--- src/rtl/pum_pkg.sv ---
/*
 * Shared constants and types for the pixel update and mix datapath:
 * I/O port addresses, field positions, selector codes, sequencer states
 * and the video memory request carrier.
 * Assumes a 16-bit I/O port space and a 22-bit video memory unit address.
 */
package pum_pkg;

    // I/O port addresses, all 16 address bits decoded
    localparam logic [15:0] PUM_ADR_DRAW_CMD = 16'h9ae8;
    localparam logic [15:0] PUM_ADR_BACK_COLOR = 16'ha2e8;
    localparam logic [15:0] PUM_ADR_FORE_COLOR = 16'ha6e8;
    localparam logic [15:0] PUM_ADR_PLANE_MASK = 16'haae8;
    localparam logic [15:0] PUM_ADR_CMP_COLOR = 16'hb2e8;
    localparam logic [15:0] PUM_ADR_BACK_MIX = 16'hb6e8;
    localparam logic [15:0] PUM_ADR_FORE_MIX = 16'hbae8;
    localparam logic [15:0] PUM_ADR_MULTI = 16'hbee8;
    localparam logic [15:0] PUM_ADR_PIX_LOW = 16'he2e8;
    localparam logic [15:0] PUM_ADR_PIX_HIGH = 16'he2ea;

    // Index in the top nibble of a shared multifunction write
    localparam int PUM_IDX_HI = 15;
    localparam int PUM_IDX_LO = 12;
    localparam logic [3:0] PUM_IDX_MASK_SRC = 4'ha;
    localparam logic [3:0] PUM_IDX_MISC = 4'he;

    // Field positions
    localparam int PUM_MISC_CMP_EN = 8;
    localparam int PUM_MISC_SENSE = 7;
    localparam int PUM_MSRC_HI = 7;
    localparam int PUM_MSRC_LO = 6;
    localparam int PUM_MIX_SRC_HI = 6;
    localparam int PUM_MIX_SRC_LO = 5;
    localparam int PUM_MIX_OP_HI = 3;
    localparam int PUM_MIX_OP_LO = 0;

    // Register reset value
    localparam logic [15:0] PUM_REG_RST = 16'h0000;

    // Colour source and mask source codes
    localparam logic [1:0] PUM_SRC_BACK = 2'h0;
    localparam logic [1:0] PUM_SRC_FORE = 2'h1;
    localparam logic [1:0] PUM_SRC_CPU = 2'h2;
    localparam logic [1:0] PUM_SRC_BITMAP = 2'h3;
    localparam logic [1:0] PUM_MSK_ONE = 2'h0;
    localparam logic [1:0] PUM_MSK_CPU = 2'h2;
    localparam logic [1:0] PUM_MSK_BITMAP = 2'h3;

    // Access unit sizes: linear access counts as doubleword
    localparam logic [1:0] PUM_SZ_BYTE = 2'h0;
    localparam logic [1:0] PUM_SZ_WORD = 2'h1;
    localparam logic [1:0] PUM_SZ_DWORD = 2'h2;

    // Geometry
    localparam int PUM_AW = 22;
    localparam int PUM_FIFO_DEPTH = 16;
    localparam int PUM_FIFO_WIDTH = 16;
    localparam int PUM_LINE_DEPTH = 8;

    typedef enum {
        PUM_IDLE,
        PUM_PX_WAIT,
        PUM_PX_CALC,
        PUM_CA_ISSUE,
        PUM_CA_WAIT,
        PUM_CA_ANSWER
    } pum_state_e;

    typedef struct packed {
        logic we;
        logic [PUM_AW-1:0] addr;
        logic [1:0] size;
        logic [31:0] wdata;
        logic [15:0] wmask;
    } pum_vm_req_s;

endpackage

--- src/rtl/pum_datapath.sv ---
/*
 * Pixel update path with its pixel transfer FIFO and the video memory
 * read-ahead cache. Holds pum_fifo and the top module pum_datapath.
 * Assumes host port, engine and video memory logic all run on clk_sys_i.
 */
// What this block does
// - Cache enabled prefetches extra units, hits answer fast
// - Caching covers linear and legacy aperture reads
// - Prefetch counts dwords, words or bytes by mode
// - Coherency by invalidation, never by update
// - Pixel data via low or high port, one FIFO word each
// - Compare off passes new colour to mask stage
// - Masked planes unchanged, unmasked planes take colour
// - Compare on: pass on match, or mismatch if sensed
// - Comparison uses the new colour, not source or bitmap
// - New colour is mix of source and bitmap
// - Mix field selects back, fore, CPU or bitmap
// - Mix field selects one of 16 logic operations
// - Mask one uses fore mix, zero back mix
// - Mask source 00 forces mask bit one
// - Mask source 10 takes CPU bits after command
// - Mask source 11: all read planes set gives one
`timescale 1ns/1ps

module pum_fifo #(
    parameter int W = 16,
    parameter int D = 16
) (
    // Clock and reset
    input wire logic clk_sys_i,
    input wire logic rstn_i,
    // Fill side
    input wire logic in_valid_i,
    output logic in_ready_o,
    input wire logic [W-1:0] in_data_i,
    // Drain side
    output logic out_valid_o,
    input wire logic out_ready_i,
    output logic [W-1:0] out_data_o
);
    localparam int AW = $clog2(D);
    localparam int CW = $clog2(D + 1);

    logic [W-1:0] mem [D];
    logic [AW-1:0] wptr_q;
    logic [AW-1:0] rptr_q;
    logic [CW-1:0] cnt_q;
    logic push;
    logic pop;

    // Handshakes and honest flags
    assign in_ready_o = (cnt_q != CW'(D));
    assign out_valid_o = (cnt_q != '0);
    assign push = in_valid_i && in_ready_o;
    assign pop = out_valid_o && out_ready_i;
    assign out_data_o = mem[rptr_q];

    // Storage
    always_ff @(posedge clk_sys_i) begin
        if (push) begin
            mem[wptr_q] <= in_data_i;
        end
    end

    // Pointers and fill level
    always_ff @(posedge clk_sys_i or negedge rstn_i) begin
        if (!rstn_i) begin
            wptr_q <= '0;
            rptr_q <= '0;
            cnt_q <= '0;
        end else begin
            if (push) begin
                wptr_q <= (wptr_q == AW'(D - 1)) ? '0 : wptr_q + 1'b1;
            end
            if (pop) begin
                rptr_q <= (rptr_q == AW'(D - 1)) ? '0 : rptr_q + 1'b1;
            end
            cnt_q <= cnt_q + CW'(push) - CW'(pop);
        end
    end
endmodule

module pum_datapath (
    // Clock and reset
    input wire logic clk_sys_i,
    input wire logic rstn_i,
    // Host I/O port
    input wire logic io_wr_i,
    input wire logic io_rd_i,
    input wire logic [15:0] io_addr_i,
    input wire logic [15:0] io_wdata_i,
    output logic [15:0] io_rdata_o,
    output logic px_fifo_full_o,
    // Read-ahead cache controls
    input wire logic cache_en_i,
    input wire logic [2:0] prefetch_cnt_i,
    input wire logic [1:0] access_size_i,
    // CPU video memory accesses
    input wire logic cpu_mrd_i,
    input wire logic cpu_mwr_i,
    input wire logic [pum_pkg::PUM_AW-1:0] cpu_maddr_i,
    output logic cpu_mbusy_o,
    output logic cpu_mvalid_o,
    output logic [31:0] cpu_mdata_o,
    // Drawing engine pixel requests
    input wire logic px_valid_i,
    input wire logic [pum_pkg::PUM_AW-1:0] px_addr_i,
    output logic px_ready_o,
    // Video memory port
    output logic vm_req_o,
    output pum_pkg::pum_vm_req_s vm_cmd_o,
    input wire logic [31:0] vm_rdata_i,
    input wire logic vm_rvalid_i
);
    import pum_pkg::*;

    logic [15:0] back_color_q;
    logic [15:0] fore_color_q;
    logic [15:0] plane_mask_q;
    logic [15:0] cmp_color_q;
    logic [15:0] back_mix_q;
    logic [15:0] fore_mix_q;
    logic [15:0] mask_src_q;
    logic [15:0] misc_q;
    logic [15:0] io_rdata_q;
    logic armed_q;
    pum_state_e state_q;
    logic busy_q;
    logic px_ready_q;
    logic mvalid_q;
    logic [31:0] mdata_q;
    logic vm_req_q;
    pum_vm_req_s vm_cmd_q;
    logic [PUM_AW-1:0] base_q;
    logic [2:0] cnt_q;
    logic [1:0] size_q;
    logic [2:0] fill_k_q;
    logic [2:0] req_idx_q;
    logic cache_valid_q;
    logic stale_q;
    logic [31:0] line_q [PUM_LINE_DEPTH];
    logic [15:0] dst_q;
    logic fifo_in_valid;
    logic fifo_in_ready;
    logic fifo_out_valid;
    logic fifo_out_ready;
    logic [PUM_FIFO_WIDTH-1:0] fifo_word;
    logic [2:0] fill_cnt;
    logic hit;
    logic mem_write;
    logic [1:0] msrc;
    logic mask_bit;
    logic [15:0] mix_sel;
    logic [15:0] src_color;
    logic [15:0] new_color;
    logic need_cpu;
    logic calc_go;
    logic pass;

    // Aligned start of a prefetch run
    function automatic logic [PUM_AW-1:0] align(
        input logic [PUM_AW-1:0] a,
        input logic [2:0] c
    );
        return a & ~{{(PUM_AW-3){1'b0}}, c};
    endfunction

    // The sixteen logic operations on source s and destination d
    function automatic logic [15:0] mix_op(
        input logic [3:0] op,
        input logic [15:0] s,
        input logic [15:0] d
    );
        logic [15:0] r;
        r = '0;
        case (op)
            4'h0: r = ~d;
            4'h1: r = '0;
            4'h2: r = '1;
            4'h3: r = d;
            4'h4: r = ~s;
            4'h5: r = s ^ d;
            4'h6: r = ~(s ^ d);
            4'h7: r = s;
            4'h8: r = ~s | ~d;
            4'h9: r = ~s | d;
            4'ha: r = s | ~d;
            4'hb: r = s | d;
            4'hc: r = s & d;
            4'hd: r = ~s & d;
            4'he: r = s & ~d;
            default: r = ~s & ~d;
        endcase
        return r;
    endfunction

    // Pixel transfer FIFO: both ports push one 16-bit word in write order
    assign fifo_in_valid = io_wr_i && ((io_addr_i == PUM_ADR_PIX_LOW) ||
        (io_addr_i == PUM_ADR_PIX_HIGH));
    assign fifo_out_ready = calc_go && need_cpu;

    pum_fifo #(
        .W(PUM_FIFO_WIDTH),
        .D(PUM_FIFO_DEPTH)
    ) u_fifo (
        .clk_sys_i(clk_sys_i),
        .rstn_i(rstn_i),
        .in_valid_i(fifo_in_valid),
        .in_ready_o(fifo_in_ready),
        .in_data_i(io_wdata_i),
        .out_valid_o(fifo_out_valid),
        .out_ready_i(fifo_out_ready),
        .out_data_o(fifo_word)
    );

    // Mask bit, mix choice and colour source
    assign msrc = mask_src_q[PUM_MSRC_HI:PUM_MSRC_LO];
    always_comb begin
        case (msrc)
            PUM_MSK_CPU: mask_bit = fifo_word[0];
            PUM_MSK_BITMAP: mask_bit = &(dst_q | ~plane_mask_q);
            default: mask_bit = 1'b1;
        endcase
        mix_sel = mask_bit ? fore_mix_q : back_mix_q;
        case (mix_sel[PUM_MIX_SRC_HI:PUM_MIX_SRC_LO])
            PUM_SRC_BACK: src_color = back_color_q;
            PUM_SRC_FORE: src_color = fore_color_q;
            PUM_SRC_CPU: src_color = fifo_word;
            default: src_color = dst_q;
        endcase
    end

    // New colour and compare gate on the new colour
    assign new_color = mix_op(mix_sel[PUM_MIX_OP_HI:PUM_MIX_OP_LO],
        src_color, dst_q);
    assign pass = !misc_q[PUM_MISC_CMP_EN] ||
        ((new_color == cmp_color_q) ^ misc_q[PUM_MISC_SENSE]);
    assign need_cpu = (msrc == PUM_MSK_CPU) ||
        (mix_sel[PUM_MIX_SRC_HI:PUM_MIX_SRC_LO] == PUM_SRC_CPU);
    assign calc_go = (state_q == PUM_PX_CALC) &&
        (!need_cpu || (fifo_out_valid && armed_q));

    // Cache lookup and prefetch length in the current access unit
    assign fill_cnt = cache_en_i ? prefetch_cnt_i : '0;
    assign hit = cache_en_i && cache_valid_q && (size_q == access_size_i) &&
        (align(cpu_maddr_i, cnt_q) == base_q);
    assign mem_write = cpu_mwr_i || (calc_go && pass);

    // Host register writes
    always_ff @(posedge clk_sys_i or negedge rstn_i) begin
        if (!rstn_i) begin
            back_color_q <= PUM_REG_RST;
            fore_color_q <= PUM_REG_RST;
            plane_mask_q <= PUM_REG_RST;
            cmp_color_q <= PUM_REG_RST;
            back_mix_q <= PUM_REG_RST;
            fore_mix_q <= PUM_REG_RST;
            mask_src_q <= PUM_REG_RST;
            misc_q <= PUM_REG_RST;
            armed_q <= 1'b0;
        end else if (io_wr_i) begin
            if (io_addr_i == PUM_ADR_DRAW_CMD) begin
                armed_q <= 1'b1;
            end else if (io_addr_i == PUM_ADR_BACK_COLOR) begin
                back_color_q <= io_wdata_i;
            end else if (io_addr_i == PUM_ADR_FORE_COLOR) begin
                fore_color_q <= io_wdata_i;
            end else if (io_addr_i == PUM_ADR_PLANE_MASK) begin
                plane_mask_q <= io_wdata_i;
            end else if (io_addr_i == PUM_ADR_CMP_COLOR) begin
                cmp_color_q <= io_wdata_i;
            end else if (io_addr_i == PUM_ADR_BACK_MIX) begin
                back_mix_q <= io_wdata_i;
            end else if (io_addr_i == PUM_ADR_FORE_MIX) begin
                fore_mix_q <= io_wdata_i;
            end else if (io_addr_i == PUM_ADR_MULTI) begin
                if (io_wdata_i[PUM_IDX_HI:PUM_IDX_LO] == PUM_IDX_MASK_SRC) begin
                    mask_src_q <= io_wdata_i;
                end else if (io_wdata_i[PUM_IDX_HI:PUM_IDX_LO] == PUM_IDX_MISC) begin
                    misc_q <= io_wdata_i;
                end
            end
        end
    end

    // Host register reads, one cycle later
    always_ff @(posedge clk_sys_i or negedge rstn_i) begin
        if (!rstn_i) begin
            io_rdata_q <= '0;
        end else if (io_rd_i) begin
            if (io_addr_i == PUM_ADR_BACK_COLOR) begin
                io_rdata_q <= back_color_q;
            end else if (io_addr_i == PUM_ADR_FORE_COLOR) begin
                io_rdata_q <= fore_color_q;
            end else if (io_addr_i == PUM_ADR_PLANE_MASK) begin
                io_rdata_q <= plane_mask_q;
            end else if (io_addr_i == PUM_ADR_CMP_COLOR) begin
                io_rdata_q <= cmp_color_q;
            end else if (io_addr_i == PUM_ADR_BACK_MIX) begin
                io_rdata_q <= back_mix_q;
            end else if (io_addr_i == PUM_ADR_FORE_MIX) begin
                io_rdata_q <= fore_mix_q;
            end else if (io_addr_i == PUM_ADR_MULTI) begin
                io_rdata_q <= mask_src_q;
            end else if (io_addr_i == PUM_ADR_PIX_LOW ||
                         io_addr_i == PUM_ADR_PIX_HIGH) begin
                io_rdata_q <= dst_q; // Last bitmap colour fetched
            end else begin
                io_rdata_q <= '0;
            end
        end
    end

    // Video memory sequencer: CPU reads first, then engine pixels
    always_ff @(posedge clk_sys_i or negedge rstn_i) begin
        if (!rstn_i) begin
            state_q <= PUM_IDLE;
            busy_q <= 1'b0;
            px_ready_q <= 1'b1;
            mvalid_q <= 1'b0;
            mdata_q <= '0;
            vm_req_q <= 1'b0;
            vm_cmd_q <= '0;
            base_q <= '0;
            cnt_q <= '0;
            size_q <= PUM_SZ_BYTE;
            fill_k_q <= '0;
            req_idx_q <= '0;
            dst_q <= '0;
        end else begin
            mvalid_q <= 1'b0;
            vm_req_q <= 1'b0;
            case (state_q)
                PUM_IDLE: begin
                    if (cpu_mrd_i && hit) begin
                        mdata_q <= line_q[cpu_maddr_i[2:0] & cnt_q];
                        mvalid_q <= 1'b1;
                    end else if (cpu_mrd_i) begin
                        base_q <= align(cpu_maddr_i, fill_cnt);
                        cnt_q <= fill_cnt;
                        size_q <= access_size_i;
                        req_idx_q <= cpu_maddr_i[2:0] & fill_cnt;
                        fill_k_q <= '0;
                        busy_q <= 1'b1;
                        px_ready_q <= 1'b0;
                        state_q <= PUM_CA_ISSUE;
                    end else if (px_valid_i && px_ready_q) begin
                        vm_req_q <= 1'b1;
                        vm_cmd_q <= '{we: 1'b0, addr: px_addr_i,
                            size: PUM_SZ_WORD, wdata: '0, wmask: '0};
                        busy_q <= 1'b1;
                        px_ready_q <= 1'b0;
                        state_q <= PUM_PX_WAIT;
                    end
                end
                PUM_PX_WAIT: begin
                    if (vm_rvalid_i) begin
                        dst_q <= vm_rdata_i[15:0];
                        state_q <= PUM_PX_CALC;
                    end
                end
                PUM_PX_CALC: begin
                    if (calc_go) begin
                        vm_req_q <= pass;
                        vm_cmd_q.we <= 1'b1;
                        vm_cmd_q.wdata <= {16'h0000, new_color};
                        vm_cmd_q.wmask <= plane_mask_q;
                        busy_q <= 1'b0;
                        px_ready_q <= 1'b1;
                        state_q <= PUM_IDLE;
                    end
                end
                PUM_CA_ISSUE: begin
                    vm_req_q <= 1'b1;
                    vm_cmd_q <= '{we: 1'b0, addr: base_q + PUM_AW'(fill_k_q),
                        size: size_q, wdata: '0, wmask: '0};
                    state_q <= PUM_CA_WAIT;
                end
                PUM_CA_WAIT: begin
                    if (vm_rvalid_i) begin
                        fill_k_q <= fill_k_q + 3'h1;
                        state_q <= (fill_k_q == cnt_q) ? PUM_CA_ANSWER
                                                       : PUM_CA_ISSUE;
                    end
                end
                default: begin
                    mdata_q <= line_q[req_idx_q];
                    mvalid_q <= 1'b1;
                    busy_q <= 1'b0;
                    px_ready_q <= 1'b1;
                    state_q <= PUM_IDLE;
                end
            endcase
        end
    end

    // Cache line storage
    always_ff @(posedge clk_sys_i) begin
        if (state_q == PUM_CA_WAIT && vm_rvalid_i) begin
            line_q[fill_k_q] <= vm_rdata_i;
        end
    end

    // Cache validity: any write drops the run, never patches it
    always_ff @(posedge clk_sys_i or negedge rstn_i) begin
        if (!rstn_i) begin
            cache_valid_q <= 1'b0;
            stale_q <= 1'b0;
        end else begin
            if (mem_write) begin
                cache_valid_q <= 1'b0;
            end else if (state_q == PUM_CA_ANSWER) begin
                cache_valid_q <= cache_en_i && !stale_q;
            end
            if (state_q == PUM_IDLE) begin
                stale_q <= 1'b0;
            end else if (mem_write) begin
                stale_q <= 1'b1;
            end
        end
    end

    // Outputs straight from flip-flops
    always_ff @(posedge clk_sys_i or negedge rstn_i) begin
        if (!rstn_i) begin
            px_fifo_full_o <= 1'b0;
        end else begin
            px_fifo_full_o <= !fifo_in_ready;
        end
    end
    assign io_rdata_o = io_rdata_q;
    assign cpu_mbusy_o = busy_q;
    assign cpu_mvalid_o = mvalid_q;
    assign cpu_mdata_o = mdata_q;
    assign px_ready_o = px_ready_q;
    assign vm_req_o = vm_req_q;
    assign vm_cmd_o = vm_cmd_q;

    // Checks
    property p_hit_fast;
        @(posedge clk_sys_i) disable iff (!rstn_i)
        (state_q == PUM_IDLE && cpu_mrd_i && hit) |=> mvalid_q && !vm_req_q;
    endproperty
    a_hit_fast: assert property (p_hit_fast)
        else $error("Cache hit not answered at once");

    property p_fill_unit;
        @(posedge clk_sys_i) disable iff (!rstn_i)
        (vm_req_q && !vm_cmd_q.we && state_q == PUM_CA_WAIT) |->
            vm_cmd_q.size == size_q && fill_k_q <= cnt_q;
    endproperty
    a_fill_unit: assert property (p_fill_unit)
        else $error("Prefetch read outside the run or unit");

    property p_inval;
        @(posedge clk_sys_i) disable iff (!rstn_i)
        cpu_mwr_i |=> !cache_valid_q;
    endproperty
    a_inval: assert property (p_inval)
        else $error("Cache still valid after a memory write");

    property p_cmp_off;
        @(posedge clk_sys_i) disable iff (!rstn_i)
        (calc_go && !misc_q[PUM_MISC_CMP_EN]) |=>
            vm_req_q && vm_cmd_q.we && vm_cmd_q.wdata[15:0] == $past(new_color);
    endproperty
    a_cmp_off: assert property (p_cmp_off)
        else $error("Colour not passed with compare off");

    property p_wmask;
        @(posedge clk_sys_i) disable iff (!rstn_i)
        (vm_req_q && vm_cmd_q.we) |-> vm_cmd_q.wmask == $past(plane_mask_q);
    endproperty
    a_wmask: assert property (p_wmask)
        else $error("Pixel write with wrong plane mask");

    property p_cmp_block;
        @(posedge clk_sys_i) disable iff (!rstn_i)
        (calc_go && misc_q[PUM_MISC_CMP_EN] &&
         ((new_color == cmp_color_q) == misc_q[PUM_MISC_SENSE])) |=>
            !vm_req_q && px_ready_q;
    endproperty
    a_cmp_block: assert property (p_cmp_block)
        else $error("Pixel written though compare failed");

    property p_mask_one;
        @(posedge clk_sys_i) disable iff (!rstn_i)
        (msrc == PUM_MSK_ONE || msrc == 2'h1) |-> mix_sel == fore_mix_q;
    endproperty
    a_mask_one: assert property (p_mask_one)
        else $error("Forced mask did not select foreground mix");

    property p_bitmap_mask;
        @(posedge clk_sys_i) disable iff (!rstn_i)
        (msrc == PUM_MSK_BITMAP && ((dst_q & plane_mask_q) != plane_mask_q))
            |-> mix_sel == back_mix_q;
    endproperty
    a_bitmap_mask: assert property (p_bitmap_mask)
        else $error("Bitmap mask zero did not select background mix");

    property p_cpu_wait;
        @(posedge clk_sys_i) disable iff (!rstn_i)
        (state_q == PUM_PX_CALC && need_cpu && !armed_q) |=>
            state_q == PUM_PX_CALC;
    endproperty
    a_cpu_wait: assert property (p_cpu_wait)
        else $error("CPU mask taken before a draw command");
endmodule

--- config.mk ---
export PLATFORM = sky130hd
export DESIGN_NAME = pum_datapath
export DESIGN_NICKNAME = d
export VERILOG_FILES = /design/src/rtl/pum_pkg.sv /design/src/rtl/pum_datapath.sv
export SDC_FILE = /design/constraint.sdc
export NUM_CORES = 1
export LEC_CHECK = 0
export BUFFER_PORTS_ARGS = -buffer_cell sky130_fd_sc_hd__buf_2
export CAP_MARGIN = 10
export CORE_MARGIN = 1
export CORE_UTILIZATION = 45
export DETAILED_ROUTE_END_ITERATION = 12
export GPL_ROUTABILITY_DRIVEN = 0
export MAX_ROUTING_LAYER = met4
export REMOVE_ABC_BUFFERS = 1
export SETUP_SLACK_MARGIN = 0.5
export SYNTH_ARGS = -nofsm -noshare
export SYNTH_HDL_FRONTEND = slang
export SYNTH_SLANG_ARGS = --single-unit
--- constraint.sdc ---
create_clock -name clk_sys_i -period 7 [get_ports clk_sys_i]
set_input_delay 1.05 -clock clk_sys_i [delete_from_list [all_inputs] [get_ports clk_sys_i]]
set_output_delay 1.05 -clock clk_sys_i [all_outputs]
set_load 0.005 [all_outputs]
Yosys cells after proc, flatten, opt, wreduce, memory -nomap -nowiden

Memories as Yosys holds them, arrays and structs flattened.
Cells that the tools add are included.

Memory bits (writable): 512
Word-level logic and storage cells: 240
Input port bits: 122
Output and inout bits: 126
Memories: 2
Flip-flop bits (word level): 344

$add $sub $neg: 6
Bitwise logic cells: 32
Reductions and logical operators: 53
Equal/unequal tests: 53
Muxes and demuxes: 61

Memory list:

| memory     | words | bits a word | rd ports | clocked after memory_dff | write ports | RTL line            | text |
|---|---|---|---|---|---|---|---|
| line_q     | 8     | 32          | 2        | 0                        | 1           | pum_datapath.sv:141 | `logic [31:0] line_q [PUM_LINE_DEPTH];` |
| u_fifo.mem | 16    | 16          | 1        | 0                        | 1           | pum_datapath.sv:44  | `logic [W-1:0] mem [D];` |

Operators with widths:

| cell                   | count |
|---|---|
| $pmux W16 S15          | 1 |
| $mux W32               | 7 |
| $mux W73               | 3 |
| $eq A16 B16 Y1 const B | 10 |
| $pmux W32 S5           | 1 |
| $pmux W48 S3           | 1 |
| $mux W16               | 8 |
| $or A16 B16 Y16        | 5 |
| $and A16 B16 Y16       | 4 |
| $eq A32 B2 Y1 const B  | 2 |
| $eq A32 B3 Y1 const B  | 2 |
| $eq A32 B4 Y1 const B  | 2 |
| $logic_not A32 Y1      | 2 |
| $not A16 Y16           | 4 |
| $pmux W32 S2           | 1 |
| $mux W48               | 1 |
| $pmux W16 S3           | 1 |
| $pmux W24 S2           | 1 |
| $and A22 B22 Y22       | 2 |
| $eq A4 B4 Y1 const B   | 11 |
| $not A3 Y22            | 2 |
| $eq A32 B1 Y1 const B  | 1 |
| $add A22 B3 Y22        | 1 |
| $eq A22 B22 Y1         | 1 |
| other kinds (46)       | 131 |

Logic depth before layout (Yosys ltp)

Depth in word-level cells: 17
Gate-level depth with buffers: 21
Mapped depth without buffers: 18

Modules after synthesis

A second synthesis with hierarchy kept.

Cell total of the unflattened synthesis: 2838
Area, all modules: 39004.9 µm²

Modules (own cells, without submodules):

| module       | cells each | area each (µm²) | seq. area each (µm²) | times used |
|---|---|---|---|---|
| pum_datapath | 2314       | 28367.2         | 14670.3              | 1 |
| pum_fifo     | 524        | 10637.7         | 8012.7               | 1 |

Least setup slack after synthesis

OpenSTA, ideal clock, no wires.

Path kind: input -> register
Start point: in vm_rvalid_i
End point: mem line_q[4][0], enable pin
Path buffers: 1
Setup slack: 1.774 ns
Stages on the path: 2
Data arrival time: 4.712 ns
Library setup time: 0.513 ns
Path through: clkbuf_1 -> nor4b_1

Longest elaborated chain between the ends: 3

Ends and longest elaborated chain:

| what                          | RTL line            | text |
|---|---|---|
| start: declaration            | pum_datapath.sv:113 | `input wire logic vm_rvalid_i` |
| $logic_and A1 B1 Y1           | pum_datapath.sv:399 | `if (state_q == PUM_CA_WAIT && vm_rvalid_i) begin` |
| $mux W1                       | pum_datapath.sv:399 |  |
| $mux W1 (implied by the code) | pum_datapath.sv:400 | `line_q[fill_k_q] <= vm_rdata_i;` |
| end: declaration              | pum_datapath.sv:141 |  |

No other way between the ends.

Worst setup path in the final report

Start point: reg u_fifo.rptr_q[3]
End point: reg stale_q

Longest elaborated chain between the ends: 14
Elaborated cells on any way between the ends: 44
Those cells by class: eq/ne: 17; mux: 4; bitwise: 12; reduce/logical: 10; memory: 1

Ends and longest elaborated chain:

| what                                             | RTL line                                 | text |
|---|---|---|
| start: declaration                               | pum_datapath.sv:46                       | `logic [AW-1:0] rptr_q;` |
| start signal: assignment                         | pum_datapath.sv:76                       | `rptr_q <= (rptr_q == AW'(D - 1)) ? '0 : rptr_q + 1'b1;` |
| $mem_v2 Z16 W16 (*)                              | n/a                                      |  |
| $pmux W1 S2                                      | pum_datapath.sv:219                      | `case (msrc)` |
| $mux W7                                          | pum_datapath.sv:224                      | `mix_sel = mask_bit ? fore_mix_q : back_mix_q;` |
| $eq A2 B2 Y1 (tied with other cells)             | pum_datapath.sv:225, pum_datapath.sv:239 |  |
| $pmux W16 S3                                     | pum_datapath.sv:225                      | `case (mix_sel[PUM_MIX_SRC_HI:PUM_MIX_SRC_LO])` |
| $not A16 Y16 or $xor A16 B16 Y16 (tied branches) | n/a                                      |  |
| $and A16 B16 Y16 (tied with other cells)         | pum_datapath.sv:192                      | `default: r = ~s & ~d;` |
| $pmux W16 S15                                    | pum_datapath.sv:176                      | `case (op)` |
| $eq A16 B16 Y1                                   | pum_datapath.sv:237                      | `((new_color == cmp_color_q) ^ misc_q[PUM_MISC_SENSE]);` |
| $xor A1 B1 Y1                                    | pum_datapath.sv:237                      |  |
| $logic_or A1 B1 Y1                               | pum_datapath.sv:236                      | `assign pass = !misc_q[PUM_MISC_CMP_EN] \|\|` |
| $logic_and A1 B1 Y1 (*)                          | pum_datapath.sv:247                      | `assign mem_write = cpu_mwr_i \|\| (calc_go && pass);` |
| $logic_or A1 B1 Y1 (*)                           | pum_datapath.sv:247                      |  |
| $reduce_bool A2 Y1 (no line) (*)                 | n/a                                      |  |
| end signal: assignment                           | pum_datapath.sv:408                      | `stale_q <= 1'b0;` |
| end signal: assignment                           | pum_datapath.sv:416                      | `stale_q <= 1'b0;` |
| end signal: assignment                           | pum_datapath.sv:418                      | `stale_q <= 1'b1;` |
| end: declaration                                 | pum_datapath.sv:140                      | `logic stale_q;` |

Every way passes the cells marked *; elsewhere a longest branch is shown, timed or not.
A chain may end at the register's enable or synchronous reset.

==> results.yml <==
grt:
  antenna_found_initial: 5
  grt_pass1_vias: 26700
  grt_max_degree: 154
  overflow: 0
  grt_pass1_wl_mm: 178
  gr-usage-all-layers_pct: 27.4
route:
  first_pass_iters: 6
  dr.first_iter.drc_count: 3129
  via_per_inst: 6.25
  drt.antenna.violating_nets: 0
  vias: 27200
  avgRoutedWirePerCell_um: 27.4
  totalWireLength_mm: 119
  drc: 0
worst_setup_path:
  slowest_delay_ns: 0.89
  cpMaxStageDelayCell: "dfrtp_1"
  cp_data_required_time_ns: 7.53
  crit_path_start_kind: "flip-flop"
  crit_path_cell_trace: "inv_1 -> nand2_1 -> o22a_2 -> nand2_2 -> buf_4 -> mux2i_1 -> buf_4 -> nand2_1 -> o2111ai_1 -> a2bb2oi_1 -> a31oi_1 -> xnor2_1 -> nand4_1 -> nor4_2 -> xnor2_1 -> a21oi_2 -> o31a_1"
  endpoint_kind: "flip-flop"
  criticalPathCategory: "reg2reg"
  cp_data_arrival_time_ns: 6.70
  cp_max_fo: 22
synthesis:
  netlist_area_um2: 39600
  synth_cells: 2951
  synth_edf_count: 512
  synthFlopType: "edfxtp_1"
  yosys_warnings: 0
  yosys.area.top_type_share_pct: 38.8
  synth_top_area_cell: "edfxtp_1"
  synthArstFlopShare_pct: 36.3
  syn_area_per_cell_um2: 13.4
  synth.ff_latch_count: 804
  synth.distinct_cells: 115
  ys_seq_area_share_pct: 57.2
  synth_area_leaders: "edfxtp_1 (39%), dfrtp_1 (18%), mux4_2 (10%)"
clock_network:
  numCtsBuffers: 86
  cts.repair.resized: 0
  holdBufCountCts: 0
  root_buffer: "clkbuf_16"
  cts.sinks: 804
  insertion_delay_ns: 0.67
  cts.path.max_buffers: 3
  cts-htree-levels: 3
  postCtsSetupBuffers: 0
  cts_tree: "done"
  clkTransAtPathRegs_ns: 0.06
floorplan:
  die_h_um: 299
  coreArea_um2: 87000
  dieWidth_um: 299
  io_pins: 248
  start_util_pct: 45.5
  row_count: 108
  die_area_um2: 89200
power_and_ir_drop:
  p_leak_uw: 0.0166
  power.internal_uw: 9430
  pwr-share-comb_pct: 23.0
  sw_frac_of_total_pct: 30.4
  total_power_uw: 13600
  pwr-share-clk_pct: 33.3
  ir_drop_v: 0.000211
  power_density_nw_per_um2: 304
  power.switching_uw: 4130
  power_frac_seq_pct: 43.7
timing:
  final-setup-viol-count: 0
  max_freq_mhz: 162
  hold_violations: 0
  finalMaxSlewViolations: 0
  slew_headroom_pct: 14.0
  fin_crit_sh_pct: 88.1
  holdWs_ns: 0.383
  min_period_ns: 6.17
  rsz0062_at_grt: "false"
  max_slew.worst_pin.slew_ns: 1.28
  clock_skew_ns: 0.0478
run:
  cap_viol_max_count: 0
layout:
  finalInstanceArea_um2: 44600
  fin_util_pct: 51.2
  n_fill_cell: 7366
  area_growth_pct: 12.5
  layout.nets: 3263
  drive_above_1_share_pct: 27.9
run_status:
  status: "completed"
place:
  port_buffers: 231
  dpl.hpwl_mm: 77.0
  place_area_um2: 41700
min_path:
  hp-class: "in2async"
==> flip-flops by register name, indices dropped and copies added, names as in the netlist, 4 cells and up <==
register,flops
cpu_mdata_o,32
u_fifo.wptr_q,4
fore_color_q,16
cmp_color_q,16
u_fifo.mem,256
line_q,256
base_q,22
mask_src_q,16
io_rdata_o,16
fore_mix_q,16
u_fifo.cnt_q,5
dst_q,16
vm_cmd_o,57
plane_mask_q,16
back_mix_q,16
back_color_q,16
u_fifo.rptr_q,4
==> cells in the final DEF, fill, tap and decap left out, types with 24 or more instances in the layout <==
cell type,n
a31oi_1,27
inv_1,49
buf_4,57
nand3_1,54
nor2_1,129
dfrtp_1,286
a22oi_1,60
nand4_1,36
mux4_2,182
clkbuf_16,86
a22o_1,28
xor2_1,32
xnor2_1,46
edfxtp_1,512
a21oi_1,135
nor3_1,24
o21ai_0,160
nand2_1,280
mux2_2,206
nand2b_1,30
buf_2,230
mux2i_1,70
==> Yosys cell counts (11+ instances only) <==
library cell / n
xnor2_1: 46
o21ai_0: 160
nor2_1: 135
xor2_1: 32
nand4_1: 36
o21ai_1: 12
o221ai_1: 11
nand3_1: 54
or3_1: 12
buf_4: 36
a22oi_1: 60
and2_1: 17
inv_1: 50
nor2b_1: 19
nand2_1: 283
a21oi_1: 136
nor3_1: 35
o211ai_1: 19
edfxtp_1: 512
and3_1: 15
a211oi_1: 19
ha_1: 15
buf_6: 17
a221oi_1: 11
a22o_1: 28
mux2i_1: 70
o22ai_1: 19
nand2b_1: 30
clkbuf_1: 131
mux4_2: 182
buf_2: 18
dfrtp_1: 291
a31oi_1: 28
nor4_1: 15
mux2_2: 206
==> critical path, delay by kind of cell, from the launching register on <==
family                 cells  cell delay (ns)
AND/OR/NAND/NOR            5             1.34
buffers and inverters      3             1.12
XOR/XNOR                   2             0.45
flip-flops                 1             0.89
AO/OA/AOI/OAI              6             1.71
multiplexers               1             0.52
==> path summary, 6_finish.rpt <==
| kind | cells past startpoint | to | slack (ns) | start |
|---|---|---|---|---|
| setup / recovery | 17 | stale_q | 0.83 | u_fifo.rptr_q[3] |
| hold / removal | 1 | cpu_mdata_o[17] | 0.38 | rstn_i |
| setup reg to reg | 17 | stale_q | 0.83 | u_fifo.rptr_q[3] |
| hold reg to reg | 2 | cpu_mdata_o[3] | 0.47 | cpu_mdata_o[3] |
| max in group asynchronous | 2 | plane_mask_q[15] | 5.14 | rstn_i |
| min in group clk_sys_i | 2 | cpu_mdata_o[3] | 0.47 | cpu_mdata_o[3] |
==> cell families (layout without fill, tap and decap cells) <==
kind of cell,after synthesis,after routing,synth area share (%)
other cells,1,19,0.00946
flops,804,804,57.2
compound gates,615,615,10.4
simple gates,700,700,8.41
buf+inv,275,504,3.52
fa+ha+maj,17,17,0.575
mux,460,460,18.0
xor+xnor,79,79,1.77
==> metal layers <==
metal | global-route usage, % | vias up | wire length, um
li1 | - | 11700 | -
met5 | - | - | 0
met4 | 9.97 | 0 | 4850
met3 | 4.09 | 282 | 8360
met2 | 43.6 | 1182 | 57600
met1 | 35.9 | 14000 | 48400
==> through the flow <==
step	TNS [ns]	worst slack, ns	std cells
2_1_floorplan	-0.313	-0.150	2746
5_1_grt	0	0.721	4352
3_3_place_gp	0	1.23	4190
3_5_place_dp	0	1.11	4190
4_1_cts	0	1.12	4349
6_report	0	0.830	4353
==> power groups by stage <==
stage / Sequential (uW) / Clock, uW / Combinational [uW]
2_1_floorplan: 5990 / 0 / 2020
3_3_place_gp: 5990 / 0 / 3070
3_5_place_dp: 6010 / 0 / 3130
4_1_cts: 5910 / 4600 / 3140
5_1_grt: 5980 / 4770 / 3400
6_report: 5920 / 4510 / 3120
==> area by class of cell <==
cell class / instances / area (um^2) / area share, %
repair buffers: 290 / 1620 / 3.64
flip-flops and latches: 804 / 22700 / 50.9
clock buffers: 112 / 2320 / 5.21
clock inverters: 47 / 488 / 1.09
multi-input cells: 1887 / 15800 / 35.4
diodes: 3 / 7.51 / 0.0168
well taps: 1155 / 1450 / 3.24
inverters: 55 / 216 / 0.486
(Power assumes the default switching activity.)
